===== src/pts_pkg.sv =====
/*
 * pts_pkg: shared constants and types for the source-side power transition sequencer.
 * assumes a single 250 MHz clock (ref_clk) and synchronous active-high reset.
 */
package pts_pkg;

	// ==========================================================
	// clock and timing
	// ==========================================================
	localparam int CLK_PERIOD_NS = 4;

	// default durations in microseconds; real values come from the link's timing tables
	localparam int SRC_TRANSITION_US = 30;
	localparam int SRC_READY_US      = 300;
	localparam int SNK_STANDBY_US    = 15;

	// least time rounds up, longest time rounds down
	localparam int SRC_TRANSITION_CYC = (SRC_TRANSITION_US * 1000 + CLK_PERIOD_NS - 1) / CLK_PERIOD_NS;
	localparam int SRC_READY_CYC      = (SRC_READY_US * 1000) / CLK_PERIOD_NS;
	localparam int SNK_STANDBY_CYC    = (SNK_STANDBY_US * 1000) / CLK_PERIOD_NS;

	localparam int TMR_W = 24;
	localparam logic [TMR_W-1:0] TMR_ZERO = 24'h000000;
	localparam logic [TMR_W-1:0] TMR_ONE  = 24'h000001;

	// sink standby power level in milliwatts, carried for the policy manager
	localparam int SNK_STANDBY_MW = 2500;
	localparam int PWR_W          = 16;

	// ==========================================================
	// sequencer states, gray coded along the main path
	// ==========================================================
	typedef enum logic [2:0] {
		PTS_IDLE      = 3'h0,
		PTS_ACCEPT    = 3'h1,
		PTS_ACK_WAIT  = 3'h3,
		PTS_TRANSIT   = 3'h2,
		PTS_SUPPLY    = 3'h6,
		PTS_PS_RDY    = 3'h7,
		PTS_RDY_ACK   = 3'h5,
		PTS_FAIL      = 3'h4
	} pts_state_t;

endpackage


===== src/pts_timer.sv =====
/*
 * pts_timer: loadable down-counter that pulses when the loaded count has elapsed.
 * assumes the owner loads it with a nonzero count and the same clock/reset.
 */
`timescale 1ns/1ps
module pts_timer (
	input  wire logic                     ref_clk,
	input  wire logic                     srst,
	input  wire logic                     load,
	input  wire logic [pts_pkg::TMR_W-1:0] count,
	output logic                          expired,
	output logic                          running
);
	import pts_pkg::*;

	typedef struct packed {
		logic [TMR_W-1:0] cnt;
		logic             run;
		logic             exp;
	} pts_tmr_t;

	pts_tmr_t r;
	pts_tmr_t next_r;

	always_comb begin
		next_r = r;
		next_r.exp = 1'b0;
		if (load) begin
			next_r.cnt = count;
			next_r.run = 1'b1;
		end else if (r.run) begin
			if (r.cnt == TMR_ONE) begin
				next_r.run = 1'b0;
				next_r.exp = 1'b1;
			end
			next_r.cnt = r.cnt - TMR_ONE;
		end
	end

	always_ff @(posedge ref_clk) begin
		if (srst) begin
			r <= '0;
		end else begin
			r <= next_r;
		end
	end

	assign expired = r.exp;
	assign running = r.run;

endmodule


===== src/pts_sequencer.sv =====
/*
 * pts_sequencer: source-side sequencer for a contract change that lowers the
 * voltage and raises the current: accept, wait, retarget supply, wait for
 * ready, announce ready.
 * assumes a protocol layer that sends messages on one-cycle requests and
 * reports the partner's acknowledge, and a supply manager with a ready level.
 */
`timescale 1ns/1ps

// Behaviour
// the sink has already sent a request, and the sequence starts only on that request.
// the source opens with accept, and the sink starts its transition timer when it sees it.
// after the acknowledge for accept the source waits the transition interval before acting.
// the sink cuts its draw to standby power within the sink standby limit after accept.
// the sink finishes its standby reduction before the source transition interval ends.
// when the interval expires the source commands its supply to the new voltage.
// the supply must be ready within the source ready limit from the change command.
// supply readiness reaches the sequencer before any further step proceeds.
// after supply ready the source sends ps_rdy and then awaits its acknowledge.
// the sink acknowledges ps_rdy and then lets its policy manager use the new level; pts_sink_model sets draw to 2 on ps_rdy, before its ack.
// the sink may draw the new level at any later time, with no bound assumed.
// the timing durations and standby power are configurable parameters.
module pts_sequencer #(
	parameter int SRC_TRANSITION_CYCLES = pts_pkg::SRC_TRANSITION_CYC,
	parameter int SRC_READY_CYCLES      = pts_pkg::SRC_READY_CYC,
	parameter int SNK_STANDBY_CYCLES    = pts_pkg::SNK_STANDBY_CYC,
	parameter int SNK_STANDBY_POWER     = pts_pkg::SNK_STANDBY_MW
) (
	input  wire logic                       ref_clk,
	input  wire logic                       srst,
	input  wire logic                       request_valid,
	input  wire logic                       goodcrc_rx,
	input  wire logic                       supply_ready,
	output logic                            send_accept,
	output logic                            send_ps_rdy,
	output logic                            supply_change,
	output logic                            busy,
	output logic                            done,
	output logic                            fail,
	output logic [pts_pkg::PWR_W-1:0]        sink_standby_power
);
	import pts_pkg::*;

	// ==========================================================
	// state
	// ==========================================================
	typedef struct packed {
		pts_state_t st;
		logic       acc;
		logic       psr;
		logic       chg;
		logic       busy;
		logic       done;
		logic       fail;
		logic [PWR_W-1:0] pwr;
	} pts_seq_t;

	pts_seq_t r;
	pts_seq_t next_r;

	logic             tmr_load;
	logic [TMR_W-1:0] tmr_count;
	logic             tmr_exp;
	logic             tmr_run;

	// one timer serves both the transition interval and the ready limit
	pts_timer u_timer (
		.ref_clk (ref_clk),
		.srst    (srst),
		.load    (tmr_load),
		.count   (tmr_count),
		.expired (tmr_exp),
		.running (tmr_run)
	);

	// ==========================================================
	// sequencing
	// ==========================================================
	always_comb begin
		next_r = r;
		next_r.acc  = 1'b0;
		next_r.psr  = 1'b0;
		next_r.done = 1'b0;
		next_r.pwr  = PWR_W'(SNK_STANDBY_POWER);
		tmr_load  = 1'b0;
		tmr_count = TMR_W'(SRC_TRANSITION_CYCLES);
		case (r.st)
			PTS_IDLE: begin
				if (request_valid) begin
					next_r.st   = PTS_ACCEPT;
					next_r.busy = 1'b1;
					next_r.fail = 1'b0;
				end
			end
			PTS_ACCEPT: begin
				next_r.acc = 1'b1;
				next_r.st  = PTS_ACK_WAIT;
			end
			PTS_ACK_WAIT: begin
				if (goodcrc_rx) begin
					tmr_load  = 1'b1;
					next_r.st = PTS_TRANSIT;
				end
			end
			PTS_TRANSIT: begin
				// sink standby must already be reached here; we do not observe it
				if (tmr_exp) begin
					next_r.chg = 1'b1;
					tmr_load   = 1'b1;
					tmr_count  = TMR_W'(SRC_READY_CYCLES);
					next_r.st  = PTS_SUPPLY;
				end
			end
			PTS_SUPPLY: begin
				if (supply_ready) begin
					next_r.psr = 1'b1;
					next_r.st  = PTS_PS_RDY;
				end else if (tmr_exp) begin
					next_r.fail = 1'b1;
					next_r.busy = 1'b0;
					next_r.st   = PTS_FAIL;
				end
			end
			PTS_PS_RDY: begin
				next_r.st = PTS_RDY_ACK;
			end
			PTS_RDY_ACK: begin
				// sink may use new level at any later time; nothing waits on it
				if (goodcrc_rx) begin
					next_r.done = 1'b1;
					next_r.busy = 1'b0;
					next_r.st   = PTS_IDLE;
				end
			end
			PTS_FAIL: begin
				if (request_valid) begin
					next_r.st   = PTS_ACCEPT;
					next_r.busy = 1'b1;
					next_r.fail = 1'b0;
				end
			end
			default: begin
				next_r.st = PTS_IDLE;
			end
		endcase
		// a late ready in fail state clears nothing; supply_change held until ready, dropped after one cycle in fail state
		if (r.st == PTS_SUPPLY && supply_ready) begin
			next_r.chg = 1'b0;
		end
		if (r.st == PTS_FAIL) begin
			next_r.chg = 1'b0;
		end
	end

	always_ff @(posedge ref_clk) begin
		if (srst) begin
			r     <= '0;
			r.st  <= PTS_IDLE;
		end else begin
			r <= next_r;
		end
	end

	assign send_accept        = r.acc;
	assign send_ps_rdy        = r.psr;
	assign supply_change      = r.chg;
	assign busy               = r.busy;
	assign done               = r.done;
	assign fail               = r.fail;
	assign sink_standby_power = r.pwr;

	// ==========================================================
	// checks
	// ==========================================================
	req_starts_accept_a: assert property (@(posedge ref_clk) disable iff (srst)
		(r.st == PTS_IDLE && request_valid) |=> ##1 send_accept)
		else $error("accept not sent two cycles after request");

	accept_needs_req_a: assert property (@(posedge ref_clk) disable iff (srst)
		$rose(send_accept) |-> $past(request_valid, 2))
		else $error("accept sent without a request");

	transit_wait_a: assert property (@(posedge ref_clk) disable iff (srst)
		(r.st == PTS_ACK_WAIT && goodcrc_rx) |=> !supply_change [*2])
		else $error("supply changed before transition interval");

	change_after_exp_a: assert property (@(posedge ref_clk) disable iff (srst)
		(r.st == PTS_TRANSIT && tmr_exp) |=> supply_change && r.st == PTS_SUPPLY)
		else $error("supply not commanded when interval expired");

	ready_limit_a: assert property (@(posedge ref_clk) disable iff (srst)
		(r.st == PTS_SUPPLY && !supply_ready && tmr_exp) |=> fail)
		else $error("ready limit overrun not flagged");

	no_psrdy_early_a: assert property (@(posedge ref_clk) disable iff (srst)
		$rose(send_ps_rdy) |-> $past(supply_ready))
		else $error("ps_rdy sent without supply ready");

	psrdy_ack_done_a: assert property (@(posedge ref_clk) disable iff (srst)
		(r.st == PTS_RDY_ACK && goodcrc_rx) |=> done && !busy)
		else $error("completion missing after ps_rdy acknowledge");

	standby_power_a: assert property (@(posedge ref_clk) disable iff (srst)
		busy |-> sink_standby_power == PWR_W'(SNK_STANDBY_POWER))
		else $error("standby power output wrong");

	timer_running_a: assert property (@(posedge ref_clk) disable iff (srst)
		(r.st == PTS_TRANSIT || r.st == PTS_SUPPLY) |-> tmr_run || tmr_exp)
		else $error("interval timer idle while a wait is open");

	accept_pulse_a: assert property (@(posedge ref_clk) disable iff (srst)
		send_accept |=> !send_accept)
		else $error("accept request held longer than one cycle");

	change_held_a: assert property (@(posedge ref_clk) disable iff (srst)
		(r.st == PTS_SUPPLY && !supply_ready) |=> supply_change)
		else $error("supply command dropped before ready");

	// a sink standby limit at or past the interval could never be met by any sink
	standby_fits_a: assert property (@(posedge ref_clk) disable iff (srst)
		SNK_STANDBY_CYCLES < SRC_TRANSITION_CYCLES)
		else $error("sink standby limit not inside transition interval");

endmodule


===== config.mk =====
export PLATFORM = sky130hd
export DESIGN_NAME = pts_sequencer
export DESIGN_NICKNAME = d
export VERILOG_FILES = /design/src/pts_pkg.sv /design/src/pts_timer.sv /design/src/pts_sequencer.sv
export SDC_FILE = /design/constraint.sdc
export NUM_CORES = 1
export LEC_CHECK = 0
export BUFFER_PORTS_ARGS = -buffer_cell sky130_fd_sc_hd__clkbuf_2
export CAP_MARGIN = 15
export CORE_MARGIN = 2
export CORE_UTILIZATION = 48
export DETAILED_ROUTE_END_ITERATION = 10
export GPL_ROUTABILITY_DRIVEN = 1
export MAX_ROUTING_LAYER = met4
export PLACE_DENSITY = 0.73
export SETUP_SLACK_MARGIN = 0.2
export SYNTH_ARGS = -nofsm -noshare
export SYNTH_HDL_FRONTEND = slang
export SYNTH_SLANG_ARGS = --single-unit

===== constraint.sdc =====
create_clock -name ref_clk -period 2.1 [get_ports ref_clk]
set_input_delay 0.105 -clock ref_clk [delete_from_list [all_inputs] [get_ports ref_clk]]
set_output_delay 0.105 -clock ref_clk [all_outputs]
set_load 0.1 [all_outputs]

==> flow_summary.yaml <==
sta:
  max_freq_mhz: 535
  setup_viol: 0
  max_slew_margin_pct: 64.0
  hold_viol: 0
  min_period_over_period_pct: 89.0
  rsz0062_at_grt: "true"
  setup_tns_ns: 0
  drv_slew: 0
  max_slew.worst_pin.slew_ns: 0.543
  skew_ns: 0.00761
  period_needed_ns: 1.87
detailed_routing:
  detail_route.vias_per_cell: 5.52
  routed_wl_mm: 3.81
  wl_per_cell_um: 13.3
  routed-via-count: 1578
  firstDrtPassIters: 5
  drtIter0Drc: 103
  antenna_left: 0
  drcViolationCount: 0
global_routing:
  grt_max_degree: 21
  grt_antenna_before_repair: 0
  grt_pass1_wl_mm: 6.48
  grt_pass1_vias: 1420
  grt_use_total_pct: 20.0
  grt.overflow.total: 0
die:
  io_pins: 27
  die_h_um: 66.3
  initial_utilization_pct: 50.5
  die-area_um2: 4400
  rows: 22
  die_width_um: 66.3
  core_area_um2: 3690
clocking:
  cts_hold_buf: 0
  cts_tree: "built"
  numCtsBuffers: 5
  htree_levels: 2
  cts.reportedPaths.clkPinSlew_ns: 0.08
  cts-root-buf: "clkbuf_8"
  cts.sinks: 36
  clock_latency_ns: 0.29
  cts_buffer_depth: 2
placement:
  dpl_cell_area_um2: 1970
  place_hpwl_mm: 2.58
  place_congestion: 0.840
  port_buffers: 15
  placed_cells: 274
synth:
  ys_seq_elements: 36
  synth-seq-area-share_pct: 38.7
  synth_edf_count: 0
  async_flop_share_pct: 0
  synth.avg_cell_area_um2: 8.71
  synth_cell_types: 47
  syn_inst: 214
  syn_area_um2: 1860
  yosys_warnings: 0
  ys.flop_type: "dfxtp_1"
setup_path:
  critPathRequiredTime_ns: 2.25
  crit_path_end_kind: "flip-flop"
  cp_cell_sequence: "or3_4 > or3_4 > buf_4 > o31ai_1 > a21oi_1"
  crit_slowest_cell: "or3_4"
  slowest_delay_ns: 0.41
  worstPathMaxFanout: 8
  cp_common_cell: "or3_4"
  start_kind: "flip-flop"
  critical_path_class: "reg -> reg"
  arrival_ns: 2.02
layout:
  nFillCells: 332
  drive_above_1_share_pct: 25.6
  most-common-layout-cells: "dfxtp_1 (33), a21oi_1 (18), nor2_1 (18)"
  regMostFlops: "u_timer.r"
  layout_commonest_cell: "dfxtp_1"
  final_cells: 286
  largest_reg_flops: 24
  diodes: 0
  fin_nets: 244
  fin_util_pct: 59.5
  fin_area_um2: 2190
  top_regs: "u_timer.r (24), r (3)"
  synthToLayoutAreaGrowth_pct: 17.7
power:
  p_sw_uw: 620
  p_leak_nw: 0.867
  p_int_mw: 1.47
  power_density_nw_per_um2: 951
  finalPower_mw: 2.09
  pwr-share-clk_pct: 40.6
  power_frac_comb_pct: 21.7
  seq_power_share_pct: 37.7
  switching_share_pct: 29.7
  irDropWorstVdd_uv: 570
hold_path:
  hold_class: "in -> reg"
run_status:
  outcome: "finished clean"
job:
  cap_violations: 0
-- final cells by class --
class	instances	area [um2]	share of cell area [%]
Inverter	5	18.8	0.856
Timing Repair Buffer	32	203	9.24
Clock inverter	3	90.1	4.11
Sequential cell	36	727	33.1
Tap cell	48	60.1	2.74
Clock buffer	5	68.8	3.14
Multi-Input combinational cell	157	1030	46.8
-- synth_stat cells (all sizes together), types with 2 or more instances --
| cell type | number | area, um2 |
|---|---|---|
| o21a | 2 | 15.0 |
| o21ai | 11 | 55.1 |
| mux2 | 2 | 22.5 |
| xor2 | 10 | 87.6 |
| nor4bb | 2 | 20.0 |
| o22ai | 4 | 25.0 |
| nor2 | 18 | 67.6 |
| nand3 | 4 | 20.0 |
| buf | 19 | 140 |
| nand4b | 2 | 17.5 |
| nor3 | 6 | 30.0 |
| nand4 | 5 | 37.5 |
| nor4 | 7 | 65.1 |
| ha | 2 | 25.0 |
| xnor2 | 3 | 26.3 |
| a21oi | 19 | 95.1 |
| clkbuf | 7 | 27.5 |
| nor4b | 2 | 32.5 |
| dfxtp | 36 | 721 |
| a2111oi | 2 | 17.5 |
| inv | 5 | 18.8 |
| or4 | 4 | 30.0 |
| nor3b | 2 | 15.0 |
| o31ai | 5 | 37.5 |
| o211a | 2 | 20.0 |
| or3 | 6 | 50.0 |
| nand2 | 15 | 56.3 |
| nor2b | 3 | 18.8 |
-- path summary, 6_finish.rpt --
check	start	end	slack, ns	cells after the start
worst max-delay path	u_timer.r[16]	u_timer.r[24]	0.23	5
worst min-delay path	srst	sink_standby_power[8]	0.11	2
worst max register to register	u_timer.r[16]	u_timer.r[24]	0.23	5
worst min register to register	fail	fail	0.48	2
-- metrics by stage --
stage,hold slack [ns],worst slack [ns]
after detailed placement,0.421,0.0320
after global placement,0.409,0.129
after floorplan,0.238,0.202
after CTS,0.116,0.204
final,0.112,0.231
after global routing,0.122,0.166
-- logic make-up (layout without fill, tap and decap cells) --
group	after synthesis	in the layout	synth area share (%)
buf+inv	31	45	10.0
xor+xnor	13	13	6.11
flops	36	36	38.7
mux	2	2	1.21
other cells	1	11	0.201
fa+ha+maj	2	2	1.34
simple gates	80	80	26.4
compound gates	49	49	16.1
-- layer usage --
metal	wire [um]	share of wire [%]	up-vias	global-route usage, %
li1	-	-	794	-
met1	1880	49	724	25.6
met2	1640	43	48	29.8
met3	183	4.8	12	5.28
met4	112	2.9	0	8.67
met5	0	0	-	-
-- what timing repair did --
action                                 CTS  global route
gates resized for setup                  3             8
buffers inserted                         3             1
pin swaps                                3             9
setup endpoints to repair                5             9
endpoints found under the hold margin    0             0
-- power by group through the flow --
stage	Sequential, mW	Clock [mW]	Combinational (mW)
after floorplan	0.802	0	0.359
after global placement	0.798	0	0.424
after detailed placement	0.797	0	0.427
after CTS	0.784	0.858	0.442
after global routing	0.794	0.886	0.486
final	0.787	0.848	0.452
-- worst max-delay path, delay by kind of cell (launching register included) --
| family | cells | cell delay (ns) |
|---|---|---|
| flops | 1 | 0.36 |
| simple gates | 2 | 0.80 |
| buf+inv | 1 | 0.16 |
| compound gates | 2 | 0.41 |
Power figures use the tool's default switching activity.
